<file path="src/hdl/capture_pkg.sv">
package capture_pkg;

  // sizes fixed by the device
  localparam int NUM_CH     = 9;
  localparam int CNT_W      = 16;
  localparam int NUM_SYNC   = 30;
  localparam int NUM_CLK    = 6;
  localparam int ADDR_W     = 12;
  localparam int PTR_W      = 2;

  localparam logic [2:0] FIFO_DEPTH = 3'h4;

  // register offsets inside one channel window, channel number in paddr[7:4]
  localparam logic [3:0] OFF_CON1 = 4'h0;
  localparam logic [3:0] OFF_CON2 = 4'h4;
  localparam logic [3:0] OFF_BUF  = 4'h8;
  localparam logic [3:0] OFF_CNT  = 4'hc;
  localparam int         CH_LSB   = 4;
  localparam int         PAGE_LSB = 8;

  // capture_control_one fields
  localparam int CON1_CLK_LSB = 10;
  localparam int CON1_INT_LSB = 5;
  localparam int CON1_OVF_BIT = 4;
  localparam int CON1_BNE_BIT = 3;
  localparam int CON1_MODE_LSB = 0;

  // capture_control_two fields
  localparam int CON2_CASC_BIT  = 8;
  localparam int CON2_TRIG_BIT  = 7;
  localparam int CON2_TSTAT_BIT = 6;
  localparam int CON2_SYNC_LSB  = 0;

  // capture_mode_select codes
  localparam logic [2:0] MODE_OFF    = 3'h0;
  localparam logic [2:0] MODE_EDGE   = 3'h1;
  localparam logic [2:0] MODE_RISE   = 3'h3;
  localparam logic [2:0] MODE_RISE4  = 3'h4;
  localparam logic [2:0] MODE_RISE16 = 3'h5;

  // last prescaler count before a divided capture
  localparam logic [3:0] PRESC_LAST4  = 4'h3;
  localparam logic [3:0] PRESC_LAST16 = 4'hf;

  localparam logic [4:0] SYNC_NONE = 5'h00;
  localparam logic [4:0] SYNC_MAX  = 5'h1e;
  localparam logic [15:0] CNT_TOP  = 16'hffff;

  typedef struct packed {
    logic [2:0] clk_sel;   // counter_clock_select
    logic [1:0] int_sel;   // interrupt_interval_select
    logic [2:0] mode;      // capture_mode_select
  } con1_t;

  typedef struct packed {
    logic       cascade;   // cascade_enable
    logic       trig_mode; // trigger_mode_select
    logic [4:0] sync_sel;  // sync_source_select
  } con2_t;

  localparam con1_t CON1_RESET = '0;
  localparam con2_t CON2_RESET = '0;

endpackage

</file>
<file path="src/hdl/capture_store.sv">
`timescale 1ns/1ps
// four-word store for captured counter values, registered read port
module capture_store (
  input  wire logic        mclk,    // system clock
  input  wire logic        wr_en,   // write strobe
  input  wire logic [1:0]  wr_addr, // write slot
  input  wire logic [15:0] wr_data, // value to store
  input  wire logic [1:0]  rd_addr, // read slot
  output logic      [15:0] rd_data  // registered read value
);

  logic [15:0] mem [4];

  // no reset: contents only matter once written
  // write-through so a value pushed into an empty store reads back at once
  always_ff @(posedge mclk)
  begin
    if (wr_en)
    begin
      mem[wr_addr] <= wr_data;
    end
    rd_data <= (wr_en && wr_addr == rd_addr) ? wr_data : mem[rd_addr];
  end

endmodule

</file>
<file path="src/hdl/input_capture_timer.sv">
`timescale 1ns/1ps
// Contract
// - free-running counter counts up and wraps from ffff to 0000
// - each capture event stores present 16-bit counter value into the buffer unless it is full
// - capture buffer is a four-deep first-in first-out store
// - synchronous mode runs with the clock and clears counter on sync event
// - trigger mode holds counter until selected sync event, then runs
// - sync select zero and trigger bit clear gives free-running mode
// - nonzero sync select chooses the sync or trigger source
// - nonzero sync select: trigger bit one is trigger, zero is synchronous
// - sync select zero with trigger bit set waits for software trigger_status
// - thirty selectable sync or trigger sources per module
// - six selectable counter clock sources per module
// - adjacent odd and even modules combine into one 32-bit channel
// - odd module gives low half, even module gives high half
// - low half rollover increments the high half by one
// - cascade needs cascade_enable set in both modules of the pair
// - nine independent capture modules, each with an event output
// - buffer_not_empty high while unread values remain, cleared by hardware
// - capture on every rising edge, every transition, every 4th or 16th rise
// - cascaded synchronous pair held in reset until sync source enabled
// - even module of an active pair follows the odd module's timing
module input_capture_timer (
  input  wire logic        mclk,               // 25 MHz system clock
  input  wire logic        resetn,             // asynchronous reset, active low
  input  wire logic        psel,               // apb select
  input  wire logic        penable,            // apb enable
  input  wire logic        pwrite,             // apb direction, high writes
  input  wire logic [11:0] paddr,              // apb byte address
  input  wire logic [31:0] pwdata,             // apb write data
  output logic      [31:0] prdata,             // apb read data
  output logic             pready,             // apb ready
  output logic             pslverr,            // apb error on unmapped address
  input  wire logic [8:0]  capture_input,      // capture pins, asynchronous
  input  wire logic [5:0]  counter_clock_tick, // counter clock enables, one cycle
  input  wire logic [29:0] sync_event,         // on-chip sync events, one cycle
  input  wire logic [29:0] sync_source_enable, // on-chip sync sources running
  output logic      [8:0]  capture_int         // event pulse per module
);

  localparam int N = capture_pkg::NUM_CH;

  // one source out of thirty, zero and unused codes select nothing
  function automatic logic pick_source(input logic [29:0] v, input logic [4:0] s);
    logic hit;
    hit = 1'b0;
    if (s != capture_pkg::SYNC_NONE && s <= capture_pkg::SYNC_MAX)
    begin
      hit = v[s - 5'h01];
    end
    return hit;
  endfunction

  // apb address decode
  wire logic [3:0] acc_ch   = paddr[capture_pkg::CH_LSB +: 4];
  wire logic [3:0] acc_reg  = paddr[3:0];
  wire logic       addr_ok  = (paddr[capture_pkg::PAGE_LSB +: 4] == 4'h0)
                              && (acc_ch < 4'(N)) && (paddr[1:0] == 2'h0);
  wire logic       acc_done = psel & penable & pready;
  wire logic       wr_done  = acc_done & pwrite & addr_ok;
  wire logic       rd_done  = acc_done & ~pwrite & addr_ok;
  wire logic       first_ac = psel & penable & ~pready;

  // per channel state
  capture_pkg::con1_t con1_q    [N];
  capture_pkg::con2_t con2_q    [N];
  logic               trig_stat [N];
  logic               ovf       [N];
  logic [15:0]        cnt       [N];
  logic [15:0]        mem_q     [N];
  logic [2:0]         fill      [N];
  logic [1:0]         wptr      [N];
  logic [1:0]         rptr      [N];
  logic [1:0]         int_cnt   [N];
  logic [3:0]         presc     [N];
  logic               pin_s1    [N];
  logic               pin_s2    [N];
  logic               pin_prev  [N];
  logic               int_q     [N];

  // own timing decisions and effective ones after cascade slaving
  logic               pair_on   [N];
  logic               run_own   [N];
  logic               clr_own   [N];
  logic               inc_own   [N];
  logic               evt_own   [N];
  logic               run_e     [N];
  logic               clr_e     [N];
  logic               inc_e     [N];
  logic               evt_e     [N];
  logic [15:0]        con1_word [N];
  logic [15:0]        con2_word [N];

  genvar g;
  generate
    for (g = 0; g < N; g++)
    begin : ch
      wire logic here     = (acc_ch == 4'(g));
      wire logic wr_con1  = wr_done & here & (acc_reg == capture_pkg::OFF_CON1);
      wire logic wr_con2  = wr_done & here & (acc_reg == capture_pkg::OFF_CON2);
      wire logic pop_req  = rd_done & here & (acc_reg == capture_pkg::OFF_BUF);
      wire logic [4:0] ss = con2_q[g].sync_sel;
      wire logic [2:0] cs = con1_q[g].clk_sel;
      wire logic [2:0] md = con1_q[g].mode;
      wire logic sel_zero = (ss == capture_pkg::SYNC_NONE);
      wire logic sync_hit = pick_source(sync_event, ss);
      wire logic src_on   = pick_source(sync_source_enable, ss);
      wire logic tick     = (cs < 3'(capture_pkg::NUM_CLK)) ? counter_clock_tick[cs] : 1'b0;
      wire logic trig_md  = con2_q[g].trig_mode;
      // nonzero source with trigger bit clear is synchronous mode
      wire logic sync_md  = ~sel_zero & ~trig_md;
      wire logic hold_rst = sync_md & pair_on[g] & ~src_on;
      wire logic hw_trig  = ~sel_zero & trig_md & sync_hit;
      wire logic rise     = pin_s2[g] & ~pin_prev[g];
      wire logic edge_any = pin_s2[g] ^ pin_prev[g];
      wire logic is_presc = (md == capture_pkg::MODE_RISE4) || (md == capture_pkg::MODE_RISE16);
      wire logic [3:0] presc_last = (md == capture_pkg::MODE_RISE4) ?
                                    capture_pkg::PRESC_LAST4 : capture_pkg::PRESC_LAST16;
      wire logic full     = (fill[g] == capture_pkg::FIFO_DEPTH);
      wire logic push     = evt_e[g] & ~full;
      wire logic pop      = pop_req & (fill[g] != 3'h0);
      // look ahead one slot so back-to-back pops never see a stale word
      wire logic [1:0] rd_next = pop ? rptr[g] + 2'h1 : rptr[g];

      // free mode always runs; trigger modes wait on trigger_status
      assign run_own[g] = (trig_md ? trig_stat[g] : 1'b1) & ~hold_rst;
      assign clr_own[g] = (sync_md & sync_hit) | hold_rst;
      assign inc_own[g] = tick & run_own[g] & ~clr_own[g];
      // capture selection, only while the counter may run
      assign evt_own[g] = run_own[g] & ((md == capture_pkg::MODE_EDGE && edge_any)
                          || (md == capture_pkg::MODE_RISE && rise)
                          || (is_presc && rise && presc[g] == presc_last));

      if (g % 2 == 1)
      begin : upper
        // even-numbered module: slaved to its odd partner when paired
        assign pair_on[g] = con2_q[g].cascade & con2_q[g-1].cascade;
        assign run_e[g]   = pair_on[g] ? run_e[g-1] : run_own[g];
        assign clr_e[g]   = pair_on[g] ? clr_e[g-1] : clr_own[g];
        assign inc_e[g]   = pair_on[g] ? (inc_e[g-1] && cnt[g-1] == capture_pkg::CNT_TOP)
                                       : inc_own[g];
        assign evt_e[g]   = pair_on[g] ? evt_e[g-1] : evt_own[g];
      end
      else
      begin : lower
        if (g + 1 < N)
        begin : paired
          assign pair_on[g] = con2_q[g].cascade & con2_q[g+1].cascade;
        end
        else
        begin : single
          assign pair_on[g] = 1'b0;
        end
        assign run_e[g] = run_own[g];
        assign clr_e[g] = clr_own[g];
        assign inc_e[g] = inc_own[g];
        assign evt_e[g] = evt_own[g];
      end

      assign con1_word[g] = {3'h0, con1_q[g].clk_sel, 3'h0, con1_q[g].int_sel,
                             ovf[g], (fill[g] != 3'h0), con1_q[g].mode};
      assign con2_word[g] = {7'h00, con2_q[g].cascade, con2_q[g].trig_mode,
                             trig_stat[g], 1'b0, con2_q[g].sync_sel};
      assign capture_int[g] = int_q[g];

      // software control registers
      always_ff @(posedge mclk or negedge resetn)
      begin
        if (!resetn)
        begin
          con1_q[g] <= capture_pkg::CON1_RESET;
          con2_q[g] <= capture_pkg::CON2_RESET;
        end
        else
        begin
          if (wr_con1)
          begin
            con1_q[g] <= '{clk_sel: pwdata[capture_pkg::CON1_CLK_LSB +: 3],
                           int_sel: pwdata[capture_pkg::CON1_INT_LSB +: 2],
                           mode:    pwdata[capture_pkg::CON1_MODE_LSB +: 3]};
          end
          if (wr_con2)
          begin
            con2_q[g] <= '{cascade:   pwdata[capture_pkg::CON2_CASC_BIT],
                           trig_mode: pwdata[capture_pkg::CON2_TRIG_BIT],
                           sync_sel:  pwdata[capture_pkg::CON2_SYNC_LSB +: 5]};
          end
        end
      end

      // trigger_status and overflow: a hardware set beats a software clear
      always_ff @(posedge mclk or negedge resetn)
      begin
        if (!resetn)
        begin
          trig_stat[g] <= 1'b0;
          ovf[g]       <= 1'b0;
        end
        else
        begin
          trig_stat[g] <= (wr_con2 ? pwdata[capture_pkg::CON2_TSTAT_BIT] : trig_stat[g])
                          | hw_trig;
          ovf[g] <= (wr_con1 ? (ovf[g] & pwdata[capture_pkg::CON1_OVF_BIT]) : ovf[g])
                    | (evt_e[g] & full);
        end
      end

      // dedicated counter, wraps naturally at the top
      always_ff @(posedge mclk or negedge resetn)
      begin
        if (!resetn)
        begin
          cnt[g] <= 16'h0000;
        end
        else if (clr_e[g])
        begin
          cnt[g] <= 16'h0000;
        end
        else if (inc_e[g] && run_e[g])
        begin
          cnt[g] <= cnt[g] + 16'h0001;
        end
      end

      // pin synchroniser, then edge history and prescaler
      always_ff @(posedge mclk or negedge resetn)
      begin
        if (!resetn)
        begin
          pin_s1[g]   <= 1'b0;
          pin_s2[g]   <= 1'b0;
          pin_prev[g] <= 1'b0;
          presc[g]    <= 4'h0;
        end
        else
        begin
          pin_s1[g]   <= capture_input[g];
          pin_s2[g]   <= pin_s1[g];
          pin_prev[g] <= pin_s2[g];
          if (!is_presc)
          begin
            presc[g] <= 4'h0;
          end
          else if (rise && run_own[g])
          begin
            presc[g] <= (presc[g] == presc_last) ? 4'h0 : presc[g] + 4'h1;
          end
        end
      end

      // buffer pointers and fill level; a full buffer drops the value
      always_ff @(posedge mclk or negedge resetn)
      begin
        if (!resetn)
        begin
          wptr[g] <= 2'h0;
          rptr[g] <= 2'h0;
          fill[g] <= 3'h0;
        end
        else
        begin
          if (push)
          begin
            wptr[g] <= wptr[g] + 2'h1;
          end
          if (pop)
          begin
            rptr[g] <= rptr[g] + 2'h1;
          end
          case ({push, pop})
            2'b10:   fill[g] <= fill[g] + 3'h1;
            2'b01:   fill[g] <= fill[g] - 3'h1;
            default: fill[g] <= fill[g];
          endcase
        end
      end

      // event pulse every int_sel+1 captures of this module
      always_ff @(posedge mclk or negedge resetn)
      begin
        if (!resetn)
        begin
          int_cnt[g] <= 2'h0;
          int_q[g]   <= 1'b0;
        end
        else
        begin
          int_q[g] <= evt_e[g] && (int_cnt[g] == con1_q[g].int_sel);
          if (evt_e[g])
          begin
            int_cnt[g] <= (int_cnt[g] == con1_q[g].int_sel) ? 2'h0 : int_cnt[g] + 2'h1;
          end
        end
      end

      capture_store u_store (
        .mclk    (mclk),
        .wr_en   (push),
        .wr_addr (wptr[g]),
        .wr_data (cnt[g]),
        .rd_addr (rd_next),
        .rd_data (mem_q[g])
      );
    end
  endgenerate

  // read mux; buffer data comes from the store's registered port
  logic [15:0] rd_value;
  always_comb
  begin
    rd_value = 16'h0000;
    if (addr_ok)
    begin
      case (acc_reg)
        capture_pkg::OFF_CON1: rd_value = con1_word[acc_ch];
        capture_pkg::OFF_CON2: rd_value = con2_word[acc_ch];
        capture_pkg::OFF_BUF:  rd_value = mem_q[acc_ch];
        capture_pkg::OFF_CNT:  rd_value = cnt[acc_ch];
        default:               rd_value = 16'h0000;
      endcase
    end
  end

  // one wait state gives the store time to present the oldest entry
  always_ff @(posedge mclk or negedge resetn)
  begin
    if (!resetn)
    begin
      pready  <= 1'b0;
      pslverr <= 1'b0;
      prdata  <= 32'h0000_0000;
    end
    else
    begin
      pready  <= first_ac;
      pslverr <= first_ac & ~addr_ok;
      if (first_ac)
      begin
        prdata <= {16'h0000, rd_value};
      end
    end
  end

endmodule

</file>
<file path="config.mk">
export PLATFORM = sky130hd
export DESIGN_NAME = input_capture_timer
export DESIGN_NICKNAME = d
export VERILOG_FILES = /design/src/hdl/capture_pkg.sv /design/src/hdl/capture_store.sv /design/src/hdl/input_capture_timer.sv
export SDC_FILE = /design/constraint.sdc
export NUM_CORES = 2
export LEC_CHECK = 0
export ABC_AREA = 1
export BUFFER_PORTS_ARGS = -buffer_cell sky130_fd_sc_hd__buf_2
export CAP_MARGIN = 20
export CORE_AREA = 2 2 425 427
export CTS_CLUSTER_DIAMETER = 50
export DETAILED_ROUTE_END_ITERATION = 12
export DIE_AREA = 0 0 427 429
export PLACE_DENSITY_LB_ADDON = 0.3
export SLEW_MARGIN = 40
export SYNTH_ARGS = -nofsm -noshare
export SYNTH_HDL_FRONTEND = slang
export SYNTH_SLANG_ARGS = --single-unit
export TNS_END_PERCENT = 20
</file>
<file path="constraint.sdc">
create_clock -name mclk -period 10.6 [get_ports mclk]
set_input_delay 1.06 -clock mclk [delete_from_list [all_inputs] [get_ports mclk]]
set_output_delay 1.06 -clock mclk [all_outputs]
set_load 0.05 [all_outputs]
</file>
==> qor.yml <==
final_layout:
  layout-area-overhead-vs-synth_pct: 13.8
  finalInstanceArea_sq_um: 62600
  finish.cell_count_without_fillers: 8823
  final_layout_size_suffix_gt1_frac: 0.0864
  fin_nets: 6573
clocking:
  cts_resized: 0
  post_cts.repair.setup_buffers: 0
  clk-insertion-delay-late_ns: 0.78
  holdBufCountCts: 0
  cts_buffer_depth: 3
  clk_pin_slew_ns: 0.06
  clock-sinks: 1062
  cts_tree: "done"
  inserted_clock_buffers: 141
  htree_num_levels: 4
  clock_tree.root_cell: "sky130_fd_sc_hd__clkbuf_16"
global_routing:
  number_of_global_route_vias_before_repair: 42500
  groute.usage.overall: 0.204
  grt-ovfl-total: 0
  grt_first_pass_wirelength_microns: 280000
  grt_max_degree: 95
  antenna_found_initial: 8
sta:
  setup-tns-final_ns: 0
  worstMarginPinSlew_ns: 0.927
  timing.final.setup_violations: 0
  final_max_slew_viol_count: 0
  slew_headroom: 0.378
  fin_crit_ns: 5.20
  fmax_mhz: 192
  timing.final.crit_share: 0.491
  final.setup_skew_ns: 0.0410
  hold_slack_ns: 0.223
  setup_repair_after_global_routing_missed_its_margin: "no"
  hold_violations: 0
yosys:
  synth_area_leader_cell: "sky130_fd_sc_hd__edfxtp_1"
  synth.distinct_cells: 63
  yosys_most_used_dff: "sky130_fd_sc_hd__edfxtp_1"
  ys_async_sr_fraction: 0.441
  yosys_register_bits: 1062
  synth_top_cell_area_share: 0.314
  synth_area_per_cell_sq_um: 8.73
  synth.cell_area_sq_um: 55000
  netlist_top_cells_area: "sky130_fd_sc_hd__edfxtp_1 (31%), sky130_fd_sc_hd__dfrtp_1 (21%), sky130_fd_sc_hd__nand2_1 (9.6%), sky130_fd_sc_hd__o21ai_0 (6.2%), sky130_fd_sc_hd__nand3_1 (5.6%)"
  netlist_instances: 6304
  synth.yosys.warnings: 0
  synth-edff-count: 576
  seq_area_frac_synth: 0.534
worst_setup_path:
  timing.critical_path.mode_cell: "sky130_fd_sc_hd__nand3_1"
  crit_end_category: "flip-flop"
  worst_ep_required_time_ns: 11.30
  crit_chain: "buf_4, inv_2, ha_1, inv_1, nand3_1, nand3_1, nand3_1, nand2_1, nand2_1, nand3_1, nand2_2, nand3_1, a21boi_2, nand2_1, ha_1, inv_1, fa_1, o21ai_0"
  timing.critical_path.from_type: "flip-flop"
  timing.critical_path.fanout_max: 37
  critical-path-slowest-cell: "sky130_fd_sc_hd__ha_1"
  worst_path_largest_cell_delay_ns: 0.80
  worstPathArrival_ns: 5.90
  worstSetupPathType: "flip-flop to flip-flop"
floorplan:
  chipHeight_microns: 429
  floorplan.initialDensity: 0.309
  die-width_microns: 427
  core_area_sq_um: 178000
  floorplan.die_area_sq_um: 183000
  std_cell_rows: 155
  boundaryPins: 167
run_status:
  status: "finished clean"
power:
  vdd_drop_max_mv: 0.126
  power-per-cell-area_nw_per_um2: 165
  overall_power_w: 0.0103
  power.leakage_nw: 26.1
place:
  gp_congestion: 0.961
  estimated_wirelength_of_the_detail_placed_design_microns: 134000
  placedCellCount: 8562
  detailed_place.area_sq_um: 57900
  port-buffer-count: 130
detailed_routing:
  postRouteAntennaNets: 0
  drt_iter0_drc: 5023
  detail_route.drc_violations: 0
  dr_total_vias: 45900
  routed_wirelength_microns: 191000
  drt_first_pass_iters: 6
  viasPerCell: 5.20
  routed_wire_length_per_instance_microns: 21.6
hold_path:
  timing.hold.worst.class: "input pin to asynchronous set/reset pin"
flow_run:
  maximum_capacitance_violations: 0
[synth_stat cells (30+ instances only)]
| cell | number |
|---|---|
| sky130_fd_sc_hd__o211ai_1 | 39 |
| sky130_fd_sc_hd__ha_1 | 90 |
| sky130_fd_sc_hd__o22ai_1 | 218 |
| sky130_fd_sc_hd__buf_4 | 30 |
| sky130_fd_sc_hd__clkbuf_1 | 197 |
| sky130_fd_sc_hd__nor3_1 | 79 |
| sky130_fd_sc_hd__nor2_1 | 503 |
| sky130_fd_sc_hd__inv_1 | 564 |
| sky130_fd_sc_hd__buf_2 | 75 |
| sky130_fd_sc_hd__a21oi_1 | 163 |
| sky130_fd_sc_hd__nand4_1 | 110 |
| sky130_fd_sc_hd__xor2_1 | 112 |
| sky130_fd_sc_hd__edfxtp_1 | 576 |
| sky130_fd_sc_hd__dfrtp_1 | 468 |
| sky130_fd_sc_hd__a22oi_1 | 37 |
| sky130_fd_sc_hd__o21ai_0 | 679 |
| sky130_fd_sc_hd__a22o_1 | 38 |
| sky130_fd_sc_hd__xnor2_1 | 48 |
| sky130_fd_sc_hd__nand2_1 | 1406 |
| sky130_fd_sc_hd__nand3_1 | 620 |
[per-layer routing]
| metal | global-route usage | part of all wire | up-vias |
|---|---|---|---|
| li1 | - | - | 21600 |
| met1 | 0.266 | 0.41 | 22100 |
| met2 | 0.322 | 0.46 | 1736 |
| met3 | 0.0338 | 0.067 | 405 |
| met4 | 0.107 | 0.057 | 2 |
| met5 | 0 | 0.000073 | - |
[layout make-up]
cell class | instances | area (sq um)
Clock buffer | 191 | 3920
Clock inverter | 69 | 741
Sequential cell | 1062 | 29400
Fill cell | 18100 | 115000
Tap cell | 2355 | 2950
Inverter | 591 | 2220
Timing Repair Buffer | 216 | 1360
Antenna cell | 1 | 2.50
Multi-Input combinational cell | 4338 | 22100
[kinds of logic (layout without fill, tap and decap cells)]
logic type,after synthesis,after routing,synth area share
AND/OR/NAND/NOR,2806,2806,0.219
AO/OA/AOI/OAI,1253,1253,0.129
adder cells (fa/ha/maj),99,99,0.0237
XOR/XNOR,162,162,0.0261
buffers and inverters,919,1067,0.0678
multiplexers,2,2,0.000364
flip-flops,1062,1062,0.534
other,1,17,0.0000682
[worst paths after layout]
check / from / endpoint / slack [ns] / cells after the start
worst min-delay path: resetn / pin_s2[2] / 0.22 / 1
worst max register to register: ch[2].ss[0] / fill[16] / 5.40 / 18
max in group asynchronous: resetn / ch[4].ss[0] / 8.38 / 4
worst max-delay path: ch[2].ss[0] / fill[16] / 5.40 / 18
worst min register to register: pin_s1[2] / pin_s2[2] / 0.32 / 0
min in group mclk: pin_s1[2] / pin_s2[2] / 0.32 / 0
[worst max-delay path: cells and delay by family (launching register included)]
family,cells,cell delay [ns]
compound gates,2,0.72
fa+ha+maj,3,1.50
buf+inv,4,1.16
flops,1,0.31
simple gates,9,1.42
[placed cells by master (no fill, tap or decap), types with 37 or more instances in the layout]
cell type                   instances
sky130_fd_sc_hd__edfxtp_1         576
sky130_fd_sc_hd__nand3_1          620
sky130_fd_sc_hd__buf_4             78
sky130_fd_sc_hd__a22o_1            38
sky130_fd_sc_hd__a22oi_1           37
sky130_fd_sc_hd__clkbuf_16        143
sky130_fd_sc_hd__nand4_1          110
sky130_fd_sc_hd__o21ai_0          678
sky130_fd_sc_hd__o211ai_1          39
sky130_fd_sc_hd__nor3_1            74
sky130_fd_sc_hd__ha_1              90
sky130_fd_sc_hd__a21oi_1          163
sky130_fd_sc_hd__dfrtp_1          465
sky130_fd_sc_hd__o22ai_1          218
sky130_fd_sc_hd__xor2_1           112
sky130_fd_sc_hd__xnor2_1           48
sky130_fd_sc_hd__nand2_1         1403
sky130_fd_sc_hd__buf_2            130
sky130_fd_sc_hd__nor2_1           499
sky130_fd_sc_hd__inv_1            555
[report_power, final]
group	switching, W	internal [W]
sequential	0.000250	0.00458
combinational	0.000577	0.000208
clock	0.00195	0.00275
total	0.00278	0.00754
[metrics by stage]
step	util	worst slack, ns
2_1_floorplan	-	7.07
3_3_place_gp	0.325	5.20
3_5_place_dp	0.325	5.44
4_1_cts	0.352	5.46
5_1_grt	0.352	5.01
6_report	0.352	5.40
[flip-flops by register name, indices dropped and copies added (netlist names), 16 cells and up, named ones only]
register	cells
ch.cs	27
ch.md	27
ch.ss	45
ch.u_store.mem	576
cnt	144
con1_q	18
fill	27
int_cnt	18
prdata	16
presc	36
rptr	18
wptr	18
Power figures use the tool's default switching activity.
